$ cat config.mk
export PLATFORM = sky130hd
export DESIGN_NAME = host_sideband
export DESIGN_NICKNAME = d
export VERILOG_FILES = /design/src/hdl/hss_pkg.sv /design/src/hdl/hss_blink.sv /design/src/hdl/host_sideband.sv
export SDC_FILE = /design/constraint.sdc
export NUM_CORES = 1
export LEC_CHECK = 0
export BUFFER_PORTS_ARGS = -buffer_cell sky130_fd_sc_hd__buf_4
export CORE_MARGIN = 3
export CORE_UTILIZATION = 30
export CTS_CLUSTER_SIZE = 24
export DETAILED_ROUTE_END_ITERATION = 16
export PLACE_DENSITY = 0.48
export SYNTH_ARGS = -nofsm -noshare
export SYNTH_HDL_FRONTEND = slang
export SYNTH_SLANG_ARGS = --single-unit
$ cat constraint.sdc
create_clock -name core_clk -period 3.38 [get_ports core_clk]
set_input_delay 0.507 -clock core_clk [delete_from_list [all_inputs] [get_ports core_clk]]
set_output_delay 0.507 -clock core_clk [all_outputs]
set_load 0.02 [all_outputs]
$ cat src/hdl/hss_pkg.sv
// hss_pkg: constants, types and register map for the host sideband block
package hss_pkg;

  // ==========================================================
  // clock and timing
  // ==========================================================
  localparam int unsigned CLK_HZ         = 40_000_000;
  localparam int unsigned FAST_BLINK_MS  = 200;
  localparam int unsigned SLOW_BLINK_MS  = 800;
  localparam int unsigned FAST_BLINK_CYC = FAST_BLINK_MS * (CLK_HZ / 1000);
  localparam int unsigned SLOW_BLINK_CYC = SLOW_BLINK_MS * (CLK_HZ / 1000);
  localparam int unsigned STRAP_HOLD_CYC = 16;

  // ==========================================================
  // register map (byte addresses)
  // ==========================================================
  localparam logic [7:0] CTRL_OFS   = 8'h00;
  localparam logic [7:0] STATUS_OFS = 8'h04;
  localparam logic [7:0] GPIO_OFS   = 8'h08;

  // ctrl field positions
  localparam int unsigned CTRL_WAKEIN_EN  = 0;
  localparam int unsigned CTRL_WAKEOUT_EN = 1;
  localparam int unsigned CTRL_SLEEP_REQ  = 2;
  localparam int unsigned CTRL_WAKE_AP    = 3;
  localparam int unsigned CTRL_NET_LSB    = 4;
  localparam int unsigned CTRL_SYS_START  = 7;
  localparam logic [31:0] CTRL_RST = 32'h0000_0000;

  // status field positions
  localparam int unsigned ST_ASLEEP    = 0;
  localparam int unsigned ST_FLIGHT    = 1;
  localparam int unsigned ST_WAKEIN    = 2;
  localparam int unsigned ST_WDOG_DIS  = 3;
  localparam int unsigned ST_USB_DL    = 4;
  localparam int unsigned ST_STARTED   = 5;
  localparam int unsigned ST_WAKE_EVT  = 6;

  // gpio register fields
  localparam int unsigned GPIO_OUT_BIT = 0;
  localparam logic [31:0] GPIO_RST = 32'h0000_0000;

  // ==========================================================
  // types
  // ==========================================================
  typedef enum logic [2:0] {
    NET_OFF,
    NET_SEARCH,
    NET_CALL,
    NET_DATA,
    NET_REGISTERED
  } hss_net_t;

  typedef struct packed {
    logic        cyc;
    logic        stb;
    logic        we;
    logic [3:0]  sel;
    logic [7:0]  adr;
    logic [31:0] dat;
  } hss_wb_req_t;

  typedef struct packed {
    logic        ack;
    logic [31:0] dat;
  } hss_wb_rsp_t;

  typedef struct packed {
    logic hostWakeN;
    logic flightReqN;
    logic flightReqAltN;
    logic bootStrapZero;
    logic usbDlStrap;
    logic powerKeyN;
  } hss_pins_in_t;

endpackage : hss_pkg

$ cat src/hdl/hss_blink.sv
// hss_blink: network indicator pattern generator
`timescale 1ns/1ps
`default_nettype none

module hss_blink #(
  parameter int unsigned FAST_CYC = hss_pkg::FAST_BLINK_CYC,
  parameter int unsigned SLOW_CYC = hss_pkg::SLOW_BLINK_CYC
) (
  // clock and reset
  input  wire logic            core_clk,
  input  wire logic            sys_rst,
  // pattern select
  input  wire hss_pkg::hss_net_t netState,
  input  wire logic            asleep,
  // led pin, low means lit
  output logic                 networkIndicatorN
);

  localparam int unsigned CW = $clog2(SLOW_CYC + 1);

  logic [CW-1:0] phaseCnt_q;
  logic          phaseOn_q;
  logic [CW-1:0] halfLen;
  logic          lit;

  // ==========================================================
  // phase timing
  // ==========================================================
  always_comb begin
    if (netState == hss_pkg::NET_DATA) begin
      halfLen = CW'(FAST_CYC);
    end else begin
      halfLen = CW'(SLOW_CYC);
    end
  end

  always_ff @(posedge core_clk or posedge sys_rst) begin
    if (sys_rst) begin
      phaseCnt_q <= '0;
      phaseOn_q  <= 1'b1;
    end else if (netState != hss_pkg::NET_DATA &&
                 netState != hss_pkg::NET_REGISTERED) begin
      // restart so a new blink begins with a full lit half
      phaseCnt_q <= '0;
      phaseOn_q  <= 1'b1;
    end else if (phaseCnt_q >= halfLen - CW'(1)) begin
      phaseCnt_q <= '0;
      phaseOn_q  <= ~phaseOn_q;
    end else begin
      phaseCnt_q <= phaseCnt_q + CW'(1);
    end
  end

  // ==========================================================
  // pattern selection
  // ==========================================================
  // pattern per state
  always_comb begin
    unique case (netState)
      hss_pkg::NET_SEARCH,
      hss_pkg::NET_CALL:       lit = 1'b1;
      hss_pkg::NET_DATA,
      hss_pkg::NET_REGISTERED: lit = phaseOn_q;
      default:                 lit = 1'b0;
    endcase
  end

  always_ff @(posedge core_clk or posedge sys_rst) begin
    if (sys_rst) begin
      networkIndicatorN <= 1'b1;
    end else begin
      networkIndicatorN <= ~(lit & ~asleep);
    end
  end

endmodule // hss_blink

`default_nettype wire

$ cat src/hdl/host_sideband.sv
// host_sideband: wake handshake, status, flight mode, straps, net led
//
// Overview of operation
// - host wake pin: gpio or wake interrupt
// - module wake pin: gpio or ap wake
// - status high asleep, low awake
// - host low on wake pin wakes module
// - no sleep while host wake low
// - drive module wake low to wake ap
// - flight request low turns radio off
// - led patterns follow network state
// - led low lit, high unlit
// - high boot strap disables watchdog
// - download strap plus power key: usb download
// - straps sampled before start, then gpio (here the strap pins are simply ignored after start)
//
// The placing of the registers and the Wishbone register port were chosen for this implementation.
`timescale 1ns/1ps
`default_nettype none

module host_sideband #(
  parameter int unsigned FAST_CYC = hss_pkg::FAST_BLINK_CYC,
  parameter int unsigned SLOW_CYC = hss_pkg::SLOW_BLINK_CYC
) (
  // clock and reset
  input  wire logic                 core_clk,
  input  wire logic                 sys_rst,
  // wishbone slave
  input  wire hss_pkg::hss_wb_req_t wbReq,
  output hss_pkg::hss_wb_rsp_t      wbRsp,
  // sideband pins in
  input  wire hss_pkg::hss_pins_in_t pinsIn,
  // sideband pins out
  output logic                      moduleWakeOutput,
  output logic                      statusOut,
  output logic                      networkIndicatorN,
  // internal controls
  output logic                      radioEnable,
  output logic                      watchdogDisable,
  output logic                      usbDownloadMode
);

  // ==========================================================
  // synchronisers
  // ==========================================================
  logic [2:0] syncA_q;
  logic [2:0] syncB_q;
  logic       hostWakeLow;
  logic       flightLow;

  always_ff @(posedge core_clk or posedge sys_rst) begin
    if (sys_rst) begin
      syncA_q <= 3'h7;
      syncB_q <= 3'h7;
    end else begin
      syncA_q <= {pinsIn.flightReqAltN, pinsIn.flightReqN, pinsIn.hostWakeN};
      syncB_q <= syncA_q;
    end
  end

  assign hostWakeLow = ~syncB_q[0];
  // either flight pin name reaches the same function
  assign flightLow   = ~syncB_q[1] | ~syncB_q[2];

  // ==========================================================
  // registers
  // ==========================================================
  logic [31:0] ctrl_q;
  logic [31:0] gpio_q;
  logic        ack_q;
  logic [31:0] rdat_q;
  logic        wbHit;
  logic        wbWr;

  assign wbHit = wbReq.cyc & wbReq.stb & ~ack_q;
  assign wbWr  = wbHit & wbReq.we;

  function automatic logic [31:0] merge(input logic [31:0] old,
                                        input logic [31:0] nw,
                                        input logic [3:0]  sel);
    logic [31:0] r;
    r = old;
    for (int i = 0; i < 4; i++) begin
      if (sel[i]) begin
        r[i*8 +: 8] = nw[i*8 +: 8];
      end
    end
    return r;
  endfunction

  // write strobe for one register offset
  function automatic logic wrTo(input logic [7:0] ofs);
    return wbWr && (wbReq.adr == ofs);
  endfunction

  // only implemented bits are kept, so reserved bits read back as zero
  localparam logic [31:0] CTRL_MASK =
    (32'h0000_0001 << (hss_pkg::CTRL_SYS_START + 1)) - 32'h0000_0001;
  localparam logic [31:0] GPIO_MASK =
    32'h0000_0001 << hss_pkg::GPIO_OUT_BIT;

  always_ff @(posedge core_clk or posedge sys_rst) begin
    if (sys_rst) begin
      ctrl_q <= hss_pkg::CTRL_RST;
    end else if (wrTo(hss_pkg::CTRL_OFS)) begin
      ctrl_q <= merge(ctrl_q, wbReq.dat, wbReq.sel) & CTRL_MASK;
    end
  end

  always_ff @(posedge core_clk or posedge sys_rst) begin
    if (sys_rst) begin
      gpio_q <= hss_pkg::GPIO_RST;
    end else if (wrTo(hss_pkg::GPIO_OFS)) begin
      gpio_q <= merge(gpio_q, wbReq.dat, wbReq.sel) & GPIO_MASK;
    end
  end

  logic wakeInEn;
  logic wakeOutEn;
  logic sleepReq;
  logic wakeAp;
  logic sysStart;
  hss_pkg::hss_net_t netState;

  assign wakeInEn  = ctrl_q[hss_pkg::CTRL_WAKEIN_EN];
  assign wakeOutEn = ctrl_q[hss_pkg::CTRL_WAKEOUT_EN];
  assign sleepReq  = ctrl_q[hss_pkg::CTRL_SLEEP_REQ];
  assign wakeAp    = ctrl_q[hss_pkg::CTRL_WAKE_AP];
  assign sysStart  = ctrl_q[hss_pkg::CTRL_SYS_START];

  always_comb begin
    unique case (ctrl_q[hss_pkg::CTRL_NET_LSB +: 3])
      3'h1:    netState = hss_pkg::NET_SEARCH;
      3'h2:    netState = hss_pkg::NET_CALL;
      3'h3:    netState = hss_pkg::NET_DATA;
      3'h4:    netState = hss_pkg::NET_REGISTERED;
      default: netState = hss_pkg::NET_OFF;
    endcase
  end

  // ==========================================================
  // sleep state
  // ==========================================================
  logic asleep_q;
  logic wakeEvt_q;
  logic wakeSrc;

  assign wakeSrc = wakeInEn & hostWakeLow;

  always_ff @(posedge core_clk or posedge sys_rst) begin
    if (sys_rst) begin
      asleep_q <= 1'b0;
    end else if (asleep_q) begin
      if (wakeSrc) begin
        asleep_q <= 1'b0;
      end
    end else if (sleepReq && !wakeSrc) begin
      asleep_q <= 1'b1;
    end
  end

  // sticky wake event; a new wake wins over a software clear
  always_ff @(posedge core_clk or posedge sys_rst) begin
    if (sys_rst) begin
      wakeEvt_q <= 1'b0;
    end else if (asleep_q && wakeSrc) begin
      wakeEvt_q <= 1'b1;
    end else if (wrTo(hss_pkg::STATUS_OFS) &&
                 wbReq.sel[0] && wbReq.dat[hss_pkg::ST_WAKE_EVT]) begin
      wakeEvt_q <= 1'b0;
    end
  end

  // ==========================================================
  // boot straps
  // ==========================================================
  logic [4:0] strapCnt_q;
  logic       started_q;
  logic       wdogDis_q;
  logic       usbDl_q;

  // hold-off after reset release lets the straps settle
  always_ff @(posedge core_clk or posedge sys_rst) begin
    if (sys_rst) begin
      strapCnt_q <= 5'h00;
    end else if (strapCnt_q != 5'(hss_pkg::STRAP_HOLD_CYC)) begin
      strapCnt_q <= strapCnt_q + 5'h01;
    end
  end

  always_ff @(posedge core_clk or posedge sys_rst) begin
    if (sys_rst) begin
      started_q <= 1'b0;
    end else if (sysStart &&
                 strapCnt_q == 5'(hss_pkg::STRAP_HOLD_CYC)) begin
      started_q <= 1'b1;
    end
  end

  always_ff @(posedge core_clk or posedge sys_rst) begin
    if (sys_rst) begin
      wdogDis_q <= 1'b0;
      usbDl_q   <= 1'b0;
    end else if (!started_q) begin
      wdogDis_q <= pinsIn.bootStrapZero;
      // strap high with power key low
      usbDl_q   <= pinsIn.usbDlStrap & ~pinsIn.powerKeyN;
    end
  end

  // ==========================================================
  // outputs
  // ==========================================================
  // low wakes ap, else gpio
  always_ff @(posedge core_clk or posedge sys_rst) begin
    if (sys_rst) begin
      moduleWakeOutput <= 1'b1;
    end else begin
      moduleWakeOutput <= wakeOutEn ? ~wakeAp : gpio_q[hss_pkg::GPIO_OUT_BIT];
    end
  end

  always_ff @(posedge core_clk or posedge sys_rst) begin
    if (sys_rst) begin
      statusOut <= 1'b0;
    end else begin
      statusOut <= asleep_q;
    end
  end

  always_ff @(posedge core_clk or posedge sys_rst) begin
    if (sys_rst) begin
      radioEnable <= 1'b0;
    end else begin
      radioEnable <= ~flightLow;
    end
  end

  // latched strap results
  always_ff @(posedge core_clk or posedge sys_rst) begin
    if (sys_rst) begin
      watchdogDisable <= 1'b0;
      usbDownloadMode <= 1'b0;
    end else begin
      watchdogDisable <= wdogDis_q;
      usbDownloadMode <= usbDl_q;
    end
  end

  hss_blink #(
    .FAST_CYC (FAST_CYC),
    .SLOW_CYC (SLOW_CYC)
  ) u_blink (
    .core_clk          (core_clk),
    .sys_rst           (sys_rst),
    .netState          (netState),
    .asleep            (asleep_q),
    .networkIndicatorN (networkIndicatorN)
  );

  // ==========================================================
  // wishbone answer
  // ==========================================================
  logic [31:0] statusWord;

  always_comb begin
    statusWord = 32'h0000_0000;
    statusWord[hss_pkg::ST_ASLEEP]   = asleep_q;
    statusWord[hss_pkg::ST_FLIGHT]   = flightLow;
    statusWord[hss_pkg::ST_WAKEIN]   = ~syncB_q[0];
    statusWord[hss_pkg::ST_WDOG_DIS] = wdogDis_q;
    statusWord[hss_pkg::ST_USB_DL]   = usbDl_q;
    statusWord[hss_pkg::ST_STARTED]  = started_q;
    statusWord[hss_pkg::ST_WAKE_EVT] = wakeEvt_q;
  end

  // one wait state: ack the cycle after the strobe, then drop
  always_ff @(posedge core_clk or posedge sys_rst) begin
    if (sys_rst) begin
      ack_q  <= 1'b0;
      rdat_q <= 32'h0000_0000;
    end else begin
      ack_q <= wbHit;
      if (wbHit) begin
        unique case (wbReq.adr)
          hss_pkg::CTRL_OFS:   rdat_q <= ctrl_q;
          hss_pkg::STATUS_OFS: rdat_q <= statusWord;
          hss_pkg::GPIO_OFS:   rdat_q <= gpio_q;
          default:             rdat_q <= 32'h0000_0000;
        endcase
      end
    end
  end

  assign wbRsp.ack = ack_q;
  assign wbRsp.dat = rdat_q;

endmodule // host_sideband

`default_nettype wire

# Word level (Yosys, flattened, before mapping)
# Index checks and enable logic that the tools add are counted.
# word_totals
register_bits,90
in_bits,55
wordCells,86
# op_classes
add_sub_neg,3
order_cmp,1
eq_ne,14
n_mux,14
n_bitwise,17
n_reduce_logical,17
# ops
op,count
two-way mux 25 bit,3
adder 25 x 1 -> 25 bit (second input constant),1
>= comparator 25 bit,1
subtractor 25 x 1 -> 25 bit (second input constant),1
one-hot mux 8 bit (3 select lines),1
equality test 3 x 2 -> 1 bit (second input constant),4
one-hot mux 3 bit (4 select lines),1
NOT 1 bit,10
logical AND 1 bit,9
equality test 8 x 3 -> 1 bit (second input constant),1
equality test 8 x 4 -> 1 bit (second input constant),1
zero test 8 bit,1
two-way mux 1 bit,8
bitwise AND 1 bit,6
equality test 3 x 1 -> 1 bit (second input constant),2
equality test 3 bit (second input constant),2
adder 5 x 1 -> 5 bit (second input constant),1
equality test 5 bit (second input constant),1
!= test 5 bit (second input constant),1
AND reduction 2 bit,2
nonzero test 2 bit,2
OR reduction 2 bit,2
!= test 3 x 2 -> 1 bit (second input constant),1
!= test 3 bit (second input constant),1
3 further kinds,3

# Logic depth before layout (Yosys ltp)
# Gate-level depths: netlist of the first run.
# logic_depth
depth_word,8
mapped_depth,10
depth_no_buf,9

# Modules after synthesis
# From an unflattened synthesis of the first run, not the netlist that was laid out.
# unflattened
cells_unflattened,305
area_unflattened_um2,3399.5
# by_module_without_submodules
mod,instances,cells_per_inst,area_per_inst_um2,seq_area_each_um2
host_sideband,1,146,1789.2,984.7
hss_blink,1,159,1610.3,678.2

# Worst setup path after synthesis of the first run
# Ideal clock, no wire load.
# synth_path
kind,in2reg
from,in wbReq[37] (netlist bit)
to,reg ctrl_q[0]
setup_time_ps,125
arrival_time_ps,2258
t_required_ps,3255
setup_slack_ps,997
path_stages,4
n_path_buf,0
cell_sequence,or4_1 or4_4 nor4_4 mux2_2
# synth_between
elab_chain_len,3
# synth_rtl
item,line_no,rtl
start: declaration,host_sideband.sv:29,"input wire hss_pkg::hss_wb_req_t wbReq,"
zero test 8 bit,host_sideband.sv:93,return wbWr && (wbReq.adr == ofs);
logical AND 1 bit,host_sideband.sv:93,
AND reduction 2 bit (no line),n/a,
end signal: assignment,host_sideband.sv:104,ctrl_q <= hss_pkg::CTRL_RST;
end signal: assignment,host_sideband.sv:106,"ctrl_q <= merge(ctrl_q, wbReq.dat, wbReq.sel) & CTRL_MASK;"
end: declaration,host_sideband.sv:68,logic [31:0] ctrl_q;
# No other way between the ends.
# A chain may end at the register's enable or synchronous reset.

# Worst setup path in the final report of the first run
# layout_path
from,reg ctrl_q[5]
to,reg u_blink.phaseCnt_q[5]
# layout_between
elab_chain_len,8
elab_cells_between_ends,14
# layout_rtl
item,line_no,rtl
equality test 3 bit (tied with other cells),host_sideband.sv:132,unique case (ctrl_q[hss_pkg::CTRL_NET_LSB +: 3])
one-hot mux 3 bit (4 select lines) (*),host_sideband.sv:132,
equality test 3 x 2 -> 1 bit,hss_blink.sv:30,if (netState == hss_pkg::NET_DATA) begin
two-way mux 25 bit,hss_blink.sv:30,
subtractor 25 x 1 -> 25 bit,hss_blink.sv:46,end else if (phaseCnt_q >= halfLen - CW'(1)) begin
>= comparator 25 bit,hss_blink.sv:46,
two-way mux 25 bit,hss_blink.sv:46,
two-way mux 25 bit (*),hss_blink.sv:41,end else if (netState != hss_pkg::NET_DATA &&
end signal: assignment,hss_blink.sv:50,phaseCnt_q <= phaseCnt_q + CW'(1);
end: declaration,hss_blink.sv:21,logic [CW-1:0] phaseCnt_q;
# Mark *: on every way between the ends. The rest lies on a longest branch, timed or not.

==> reports/metrics.cfg, run 1 <==
[power]
pwr_density_cell_mw_per_mm2=419.1
p_int_uw=1231
p_seq_share_pct=51.4
p_clk_share_pct=41.9
finalPower_uw=1600
p_leak_uw=0.001720
comb_power_share_pct=6.8
ir_drop_mv=0.1942
swShare_pct=23.08
power.switching_uw=369.4

[grt]
grt_pass1_wl_um=10180
grt_max_degree=33
grt_overflow=0
grt_antenna_before_repair=0
track_usage_pct=10.79
grt_pass1_vias=2104

[clocking]
clkSinkCount=66
numCtsBuffers=9
path_clk_slew_ns=0.07
cts-htree-levels=3
root_buffer=clkbuf_8
cts_tree=yes
holdBufCountCts=0
postCtsResizedCells=0
worstSkewPairLatency_ns=0.33
clock_path_buffers=2
cts_setup_buffers=0

[sta]
worst_pin_slew_ns=0.7955
period_share_pct=76.04
rsz0062_at_grt=false
finalSetupViolations=0
slew_violations=0
fmax_mhz=389.1
final_hold_viol_count=0
worst_clock_skew_ns=0.007808
layout_min_cycle_time_ns=2.570
setup_ws_ns=0.8099
timing.slew.headroom_pct=46.24
hold-worst-slack_ns=0.2787
fin_setup_tns_ns=0

[die]
start_util_pct=31.03
die_w_um=109.6
ios=94
die_y_um=109.6
design.die.area_mm2=0.01201
coreArea_mm2=0.01037
rows=37

[routing]
drc_errors=0
antenna_left=0
wire_per_inst_um=12.19
drtIter0Drc=64
wl_um=6045
vias=2168
dr.pass1.iters=4
routed_via_density=4.371

[run_status]
run_status=complete, no violations

[setup_path]
critical_path_class=reg2reg
r2r_start=ctrl_q[5]
crit_path_start_kind=flip-flop
end_kind=flip-flop
critPathMaxFanout=25
crit_required_ns=3.64
crit_start=ctrl_q[5]
cp_data_arrival_time_ns=2.83

[yosys]
post-synth-top-count-cell=dfrtp_1
netlist_area_mm2=0.003218
synth_warnings=0
yosys.area.top_type=dfrtp_1
synth-main-ff-cell=dfrtp_1
synth_edf_count=0
synth.avg_cell_area_um2=10.55
synth_cell_types=40
seq_area_frac_synth_pct=51.67
synth_area_leaders=dfrtp_1, dfstp_2, buf_4, xnor2_1, nor2_1
yosys-top-cells-count=dfrtp_1, nor2_1, buf_4
synth-seq-cells=66
yosysTopAreaCellShare_pct=44.32
async_reset_ff_share_pct=100.0
syn_inst=305

[min_path]
holdCritPathClass=in2async

[job]
drv_cap=0

[finish]
num-fill-cells=1068
area_delta_synth_final_pct=18.66
instances_no_fill=496
num_antenna_cells=0
final_nets=421
drive_above_1_share_pct=23.89

[place]
pre_cts_ws_ns=0.6827
hpwl_um=4407
gp_congestion=0.7307
io_buffers=42
dp_cells=480

-- power by group through the flow --
stage | Clock, uW | Combinational (uW) | Sequential [uW]
after CTS | 701 | 111 | 822
after detailed placement | 0 | 111 | 836
final | 670 | 109 | 822
after global placement | 0 | 110 | 836
after floorplan | 0 | 77.1 | 840
after global routing | 731 | 121 | 823
-- cells in the final DEF, fill, tap and decap left out, drive strengths merged, types with 9 or more instances in the layout --
master and n:
nand3 10, dfrtp 57, nand2 24, mux2 11
clkbuf 12, conb 24, xnor2 20, nor2 39
ha 11, buf 46, inv 11, o21ai 17
dfstp 9
-- metrics by stage --
| step | utilization (%) | area, um2 |
|---|---|---|
| CTS | 36.82 | 3819 |
| global placement | 34.85 | 3613 |
| finish | 36.82 | 3819 |
| floorplan | - | 3304 |
| detailed placement | 34.85 | 3613 |
| global route | 36.82 | 3819 |
-- worst paths after layout --
check / endpoint / slack, ns / cells past startpoint
worst max-delay path: u_blink.phaseCnt_q[5] / 0.81 / 10
max in group asynchronous: syncB_q[2] / 2.34 / 3
worst max register to register: u_blink.phaseCnt_q[5] / 0.81 / 10
worst min register to register: syncB_q[2] / 0.36 / 0
worst min-delay path: u_blink.phaseCnt_q[1] / 0.28 / 2
min in group core_clk: syncA_q[2] / 0.28 / 1
-- routing by layer --
layer	track usage (%)	routed length, um
met5	0	0
met4	4.541	111
met3	2.466	237
met2	16.22	2792
met1	14.94	2903
-- layout make-up --
| cell class | instances | area, um2 | share of cell area [%] |
|---|---|---|---|
| clock inverters | 4 | 50.05 | 1.311 |
| well taps | 136 | 170.2 | 4.456 |
| clock buffers | 12 | 155.1 | 4.063 |
| multi-input cells | 221 | 1394 | 36.50 |
| repair buffers | 46 | 345.3 | 9.043 |
| flip-flops and latches | 66 | 1663 | 43.55 |
| inverters | 11 | 41.29 | 1.081 |
-- logic make-up after synthesis --
logic type                 Yosys count  synth area share (%)
and+or+nand+nor                    113                 17.89
AOI/OAI and AO/OA                   28                 5.016
xor gates and xnor gates            28                 7.621
DFF                                 66                 51.67
buffers and inverters               41                 7.698
other                                1                0.1165
adders and majority gates           11                 4.277
muxes                               17                 5.716
-- state kept, by name, summed over array words and instances, names as in the netlist --
name,count
started_q,1
syncA_q,3
syncB_q,3
gpio_q,1
rdat_q,8
strapCnt_q,5
ctrl_q,8
u_blink.phaseCnt_q,25
statusOut,1
moduleWakeOutput,1
usbDownloadMode,1
radioEnable,1
asleep_q,1
wakeEvt_q,1
usbDl_q,1
ack_q,1
u_blink.networkIndicatorN,1
wdogDis_q,1
u_blink.phaseOn_q,1
watchdogDisable,1
-- critical path, stage by stage, from the launching register on --
cell and delay [ns]:
dfrtp_1 0.42, nor2b_1 0.18, nand2_1 0.15, inv_1 0.23, ha_1 0.28, a211oi_1 0.26
o221ai_1 0.15, a211oi_1 0.31, o22ai_1 0.14, buf_4 0.24, nor2_1 0.14
Power figures use the tool's default switching activity.
==> run 2, diff against run 1 <==
PLACE_DENSITY = 0.5   (was 0.48)
clock period = 2.25 ns   (was 3.38 ns; I/O delays follow)
==> reports/metrics.cfg, run 2 (synthesized netlist as in run 1, its figures left out) <==
[clocking]
clock_path_buffers=2  ; unchanged
path_clk_slew_ns=0.08  ; was 0.07 ns
cts_tree=yes  ; unchanged
worstSkewPairLatency_ns=0.34  ; was 0.33 ns
root_buffer=clkbuf_8  ; unchanged
numCtsBuffers=9  ; unchanged
cts-htree-levels=3  ; unchanged
clkSinkCount=66  ; unchanged

[setup_path]
r2r_setup_slack_ns=0.04  ; was 0.81 ns
crit_required_ns=2.48  ; was 3.64 ns
r2r-end=u_blink.phaseCnt_q[21]  ; was u_blink.phaseCnt_q[5]
crit_start=ctrl_q[5]  ; unchanged
ff2ff_path_depth=10  ; unchanged
end_kind=flip-flop  ; unchanged
path_buf_inv=2  ; unchanged
cp_data_arrival_time_ns=2.44  ; was 2.83 ns
critPathMaxFanout=6  ; was 25
critical_path_class=reg2reg  ; unchanged
critPathTopFamily=simple AND/OR/NAND/NOR gates  ; was compound AO/OA/AOI/OAI gates
slowest_stage=dfrtp_1  ; unchanged
crit_path_start_kind=flip-flop  ; unchanged
worstPathCellList=nor2b_4 > nand2_2 > inv_4 > ha_4 > nor4bb_4 > and4b_1 > a211oi_4 > o22ai_4 > clkbuf_16 > nor2_1  ; was nor2b_1 > nand2_1 > inv_1 > ha_1 > a211oi_1 > o221ai_1 > a211oi_1 > o22ai_1 > buf_4 > nor2_1
max_stage_delay_ns=0.39  ; was 0.42 ns
r2r_start=ctrl_q[5]  ; unchanged

[grt]
track_usage_pct=10.88  ; was 10.79%
grt_antenna_before_repair=0  ; unchanged
grt_max_degree=41  ; was 33
grt_pass1_vias=2091  ; was 2104
grt_pass1_wl_um=10160  ; was 10180 um
grt_overflow=0  ; unchanged

[min_path]
holdCritPathClass=in2reg  ; was in2async
whs_path_depth=1
hold_end=syncA_q[2]
min-delay-start=pinsIn[3]

[die]
ios=94  ; unchanged
die_y_um=109.6  ; unchanged
design.die.area_mm2=0.01201  ; unchanged
rows=37  ; unchanged
coreArea_mm2=0.01037  ; unchanged
start_util_pct=31.03  ; unchanged
die_w_um=109.6  ; unchanged

[sta]
hold-worst-slack_ns=0.09137  ; was 0.2787 ns
fin_setup_tns_ns=0  ; unchanged
worst_clock_skew_ns=0.007766  ; was 0.007808 ns
timing.slew.headroom_pct=62.92  ; was 46.24%
fmax_mhz=453.2  ; was 389.1 MHz
slew_violations=0  ; unchanged
layout_min_cycle_time_ns=2.206  ; was 2.570 ns
final_hold_viol_count=0  ; unchanged
finalSetupViolations=0  ; unchanged
worst_pin_slew_ns=0.5551  ; was 0.7955 ns
rsz0062_at_grt=true  ; was false
period_share_pct=98.06  ; was 76.04%

[job]
drv_cap=0  ; unchanged

[finish]
area_delta_synth_final_pct=27.99  ; was 18.66%
instances_no_fill=509  ; was 496
largest_register_ffs=25  ; unchanged
final_common_cell=dfrtp_1  ; unchanged
final_cell_mix=dfrtp_1, buf_4, nor2_1, conb_1, nand2_1  ; was dfrtp_1, buf_4, nor2_1, nand2_1, conb_1
top_regs=u_blink.phaseCnt_q (25), ctrl_q (8), rdat_q (8)  ; unchanged
top_register=u_blink.phaseCnt_q  ; unchanged
num_antenna_cells=0  ; unchanged
drive_above_1_share_pct=30.03  ; was 23.89%
final_nets=434  ; was 421
postLayoutCoreUtil_pct=39.72  ; was 36.82%

[run_status]
run_status=complete, no violations  ; unchanged

[power]
pwr_density_cell_mw_per_mm2=646.7  ; was 419.1 mW/mm2
ir_drop_mv=0.2891  ; was 0.1942 mV
p_leak_uw=0.001855  ; was 0.001720 uW

[routing]
drtIter0Drc=85  ; was 64
wl_um=6613  ; was 6045 um
routed_via_density=4.424  ; was 4.371
wire_per_inst_um=12.99  ; was 12.19 um
dr.pass1.iters=4  ; unchanged
antenna_left=0  ; unchanged
drc_errors=0  ; unchanged
vias=2252  ; was 2168

[place]
io_buffers=42  ; unchanged
hpwl_um=4458  ; was 4407 um
gp_congestion=0.7215  ; was 0.7307
dp_cells=488  ; was 480

[run 2: final cells by class]
cell class	count	area, um2
Tap cell	136	170.2
Clock buffer	10	137.6
Multi-Input combinational cell	221	1483
Sequential cell	66	1663
Inverter	11	43.79
Clock inverter	6	112.6
Fill cell	1020	6251
Timing Repair Buffer	59	509.2
[run 2: layer usage]
layer | up-vias | routed length (um) | track usage, %
li1 | 1113 | - | -
met4 | 0 | 101 | 4.809
met1 | 1076 | 3092 | 14.78
met2 | 54 | 3061 | 16.39
met3 | 9 | 358 | 2.701
met5 | - | 0 | 0
[run 2: repair_timing]
action	in CTS	in global routing
buffers inserted	0	1
hold buffers	1	0
gates resized for setup	2	15
endpoints found under the hold margin	1	0
cloned	0	3
pin swaps	0	7
setup endpoints to repair	25	26
[run 2: worst max path at each step]
stage | to | cells past startpoint
after global routing | u_blink.phaseCnt_q[11] | 10
after global placement | ctrl_q[7] | 6
final | u_blink.phaseCnt_q[21] | 10
after floorplan | u_blink.phaseCnt_q[16] | 10
after detailed placement | u_blink.phaseCnt_q[21] | 10
after CTS | u_blink.phaseCnt_q[23] | 10
[run 2: through the flow]
step | worst slack (ns) | total power [uW] | cell area, um2
global route | -0.05685 | 2771 | 4119
floorplan | -0.03545 | 1378 | 3316
global placement | -0.06214 | 1425 | 3710
finish | 0.04363 | 2664 | 4119
CTS | 0.04490 | 2693 | 3975
detailed placement | -0.05616 | 1427 | 3710
[run 2: report_power, final]
part	switching [uW]	leakage (uW)	internal (uW)
clock	489	0.000127	771
sequential	16.2	0.000870	1220
combinational	104	0.000857	67.7
total	609	0.00185	2050
==> run 3, diff against run 2 <==
ABC_AREA = 1   (was unset)
ABC_CLOCK_PERIOD_IN_PS = 2250   (was unset)
CELL_PAD_IN_SITES_DETAIL_PLACEMENT = 1   (was unset)
CELL_PAD_IN_SITES_GLOBAL_PLACEMENT = 1   (was unset)
PLACE_DENSITY = 0.64   (was 0.5)
==> reports/metrics.cfg, run 3 <==
[run_status]
run_status=complete, no violations  ; unchanged

[yosys]
synth_edf_count=0  ; unchanged
async_reset_ff_share_pct=100.0  ; unchanged
synth_area_leaders=dfrtp_1, nand2_1, dfstp_2, nor2_1, buf_4  ; was dfrtp_1, dfstp_2, buf_4, xnor2_1, nor2_1
synth_cell_types=32  ; was 40
seq_area_frac_synth_pct=46.96  ; was 51.67%
post-synth-top-count-cell=nand2_1  ; was dfrtp_1
synth_warnings=0  ; unchanged
synth.avg_cell_area_um2=8.216  ; was 10.55 um2
synth-main-ff-cell=dfrtp_1  ; unchanged
syn_inst=431  ; was 305
synth-seq-cells=66  ; unchanged
netlist_area_mm2=0.003541  ; was 0.003218 mm2
yosys.area.top_type=dfrtp_1  ; unchanged
yosysTopAreaCellShare_pct=40.28  ; was 44.32%
yosys-top-cells-count=nand2_1, nor2_1, dfrtp_1  ; was dfrtp_1, nor2_1, buf_4

[clocking]
root_buffer=clkbuf_16  ; was clkbuf_8
clock_path_buffers=2  ; unchanged
path_clk_slew_ns=0.06  ; was 0.08 ns
clkSinkCount=66  ; unchanged
worstSkewPairLatency_ns=0.33  ; was 0.34 ns
cts-htree-levels=3  ; unchanged
cts_tree=yes  ; unchanged
numCtsBuffers=9  ; unchanged

[die]
die_w_um=114.6  ; was 109.6 um
die_y_um=114.6  ; was 109.6 um
ios=94  ; unchanged
design.die.area_mm2=0.01314  ; was 0.01201 mm2
start_util_pct=30.88  ; was 31.03%
rows=39  ; was 37
coreArea_mm2=0.01147  ; was 0.01037 mm2

[routing]
wire_per_inst_um=13.34  ; was 12.99 um
wl_um=8499  ; was 6613 um
drtIter0Drc=101  ; was 85
routed_via_density=4.438  ; was 4.424
vias=2827  ; was 2252
antenna_left=0  ; unchanged
dr.pass1.iters=4  ; unchanged
drc_errors=0  ; unchanged

[min_path]
min-delay-start=pinsIn[5]  ; was pinsIn[3]
holdCritPathClass=in2reg  ; unchanged

[grt]
grt_overflow=0  ; unchanged
grt_max_degree=39  ; was 41
grt_pass1_vias=3012  ; was 2091
grt_pass1_wl_um=14380  ; was 10160 um
grt_antenna_before_repair=0  ; unchanged
track_usage_pct=13.99  ; was 10.88%

[place]
hpwl_um=6584  ; was 4458 um
pre_cts_ws_ns=0.04264  ; was -0.05616 ns
gp_congestion=0.7918  ; was 0.7215
dp_cells=619  ; was 488
io_buffers=42  ; unchanged

[sta]
slew_violations=0  ; unchanged
setup_ws_ns=0.2357  ; was 0.04363 ns
timing.slew.headroom_pct=58.86  ; was 62.92%
worst_pin_slew_ns=0.6124  ; was 0.5551 ns
final_hold_viol_count=0  ; unchanged
finalSetupViolations=0  ; unchanged
worst_clock_skew_ns=0.004375  ; was 0.007766 ns
period_share_pct=89.53  ; was 98.06%
layout_min_cycle_time_ns=2.014  ; was 2.206 ns
fmax_mhz=496.4  ; was 453.2 MHz

[power]
ir_drop_mv=0.4117  ; was 0.2891 mV
pwr_density_cell_mw_per_mm2=655.7  ; was 646.7 mW/mm2
finalPower_uw=2846  ; was 2664 uW
p_leak_uw=0.002073  ; was 0.001855 uW

[setup_path]
crit_start=ctrl_q[4]  ; was ctrl_q[5]
end_kind=flip-flop  ; unchanged
critical_path_class=reg2reg  ; unchanged
r2r_start=ctrl_q[4]  ; was ctrl_q[5]
crit_required_ns=2.47  ; was 2.48 ns
crit_path_start_kind=flip-flop  ; unchanged
cp_data_arrival_time_ns=2.23  ; was 2.44 ns
critPathMaxFanout=13  ; was 6

[finish]
area_delta_synth_final_pct=22.58  ; was 27.99%
top_register=u_blink.phaseCnt_q  ; unchanged
postLayoutCoreUtil_pct=37.85  ; was 39.72%
num-fill-cells=1385  ; was 1020
top_regs=u_blink.phaseCnt_q (25), ctrl_q (8), rdat_q (8)  ; unchanged
final_cell_mix=nand2_1, nor2_1, dfrtp_1, buf_4, inv_1  ; was dfrtp_1, buf_4, nor2_1, conb_1, nand2_1
drive_above_1_share_pct=21.05  ; was 30.03%
instances_no_fill=637  ; was 509
num_antenna_cells=0  ; unchanged
final_nets=555  ; was 434
final_common_cell=nand2_1  ; was dfrtp_1
largest_register_ffs=25  ; unchanged

[job]
drv_cap=0  ; unchanged

run 3: changes by cell type after synthesis, moves of 5 or more:
cell / previous run / this run
nand2_1: 24 / 118
inv_1: 11 / 42
nor2_1: 39 / 58
nand3_1: 10 / 26
xnor2_1: 20 / 7
mux2_2: 11 / 0
nor2_2: 0 / 10
o21ai_0: 17 / 7
a21oi_1: 2 / 10
mux2i_1: 6 / 0
clkbuf_1: 5 / 0
run 3: repair_timing:
item                                    CTS  global route
gates resized for setup                   0             6
hold buffers                              1             0
endpoints found under the setup margin    0            26
endpoints found under the hold margin    12             0
buffers inserted                          0             1
run 3: cell families after synthesis:
logic type,synth area share (%)
and+or+nand+nor,29.33
buffers and inverters,11.10
DFF,46.96
AOI/OAI and AO/OA,4.417
xor gates and xnor gates,4.205
adders and majority gates,3.887
other,0.1059
run 3: through the flow:
stage | cell area [um2] | setup TNS, ns | hold slack (ns)
CTS | 4312 | 0 | 0.1010
finish | 4340 | 0 | 0.1119
detailed placement | 3995 | 0 | 0.3328
global route | 4340 | -0.01146 | 0.09781
floorplan | 3627 | 0 | 0.3420
global placement | 3995 | 0 | 0.3270
run 3: layer usage:
layer  part of all wire, %  global-route usage (%)
met2                    50                   24.18
met3                   3.5                   3.436
met4                   1.2                   4.038
met5                     0                       0
met1                    45                   17.25
run 3: final cells by class:
| cell class | count | area, um2 | share of cell area, % |
|---|---|---|---|
| Clock buffer | 12 | 256.5 | 5.909 |
| Timing Repair Buffer | 53 | 441.7 | 10.18 |
| Multi-Input combinational cell | 316 | 1589 | 36.61 |
| Tap cell | 143 | 178.9 | 4.122 |
| Sequential cell | 66 | 1663 | 38.31 |
| Inverter | 43 | 161.4 | 3.719 |
| Clock inverter | 4 | 50.05 | 1.153 |
run 3: power by group:
part / switching [uW] / total, uW / internal (uW)
clock: 532 / 1450 / 917
combinational: 109 / 168 / 58.2
sequential: 13.7 / 1230 / 1220
run 3: final timing paths:
| check | slack, ns | cells past startpoint | endpoint |
|---|---|---|---|
| hold / removal | 0.11 | 1 | syncA_q[0] |
| max in group asynchronous | 1.11 | 4 | u_blink.networkIndicatorN |
| hold reg to reg | 0.35 | 0 | syncB_q[2] |
| setup reg to reg | 0.24 | 14 | u_blink.phaseCnt_q[15] |
| setup / recovery | 0.24 | 14 | u_blink.phaseCnt_q[15] |
| min in group asynchronous | 0.53 | 3 | u_blink.phaseCnt_q[1] |
run 3: worst max-delay path, cell delays in order, from the launching register on:
cell,delay [ns]
dfrtp_1,0.36
inv_1,0.09
nor3_4,0.21
inv_2,0.09
ha_1,0.30
inv_1,0.05
nor2_2,0.10
nand3_1,0.08
nor2_1,0.09
nand2_1,0.06
nand2_1,0.09
nand2_2,0.08
nand2_4,0.09
buf_12,0.15
nor2_1,0.06
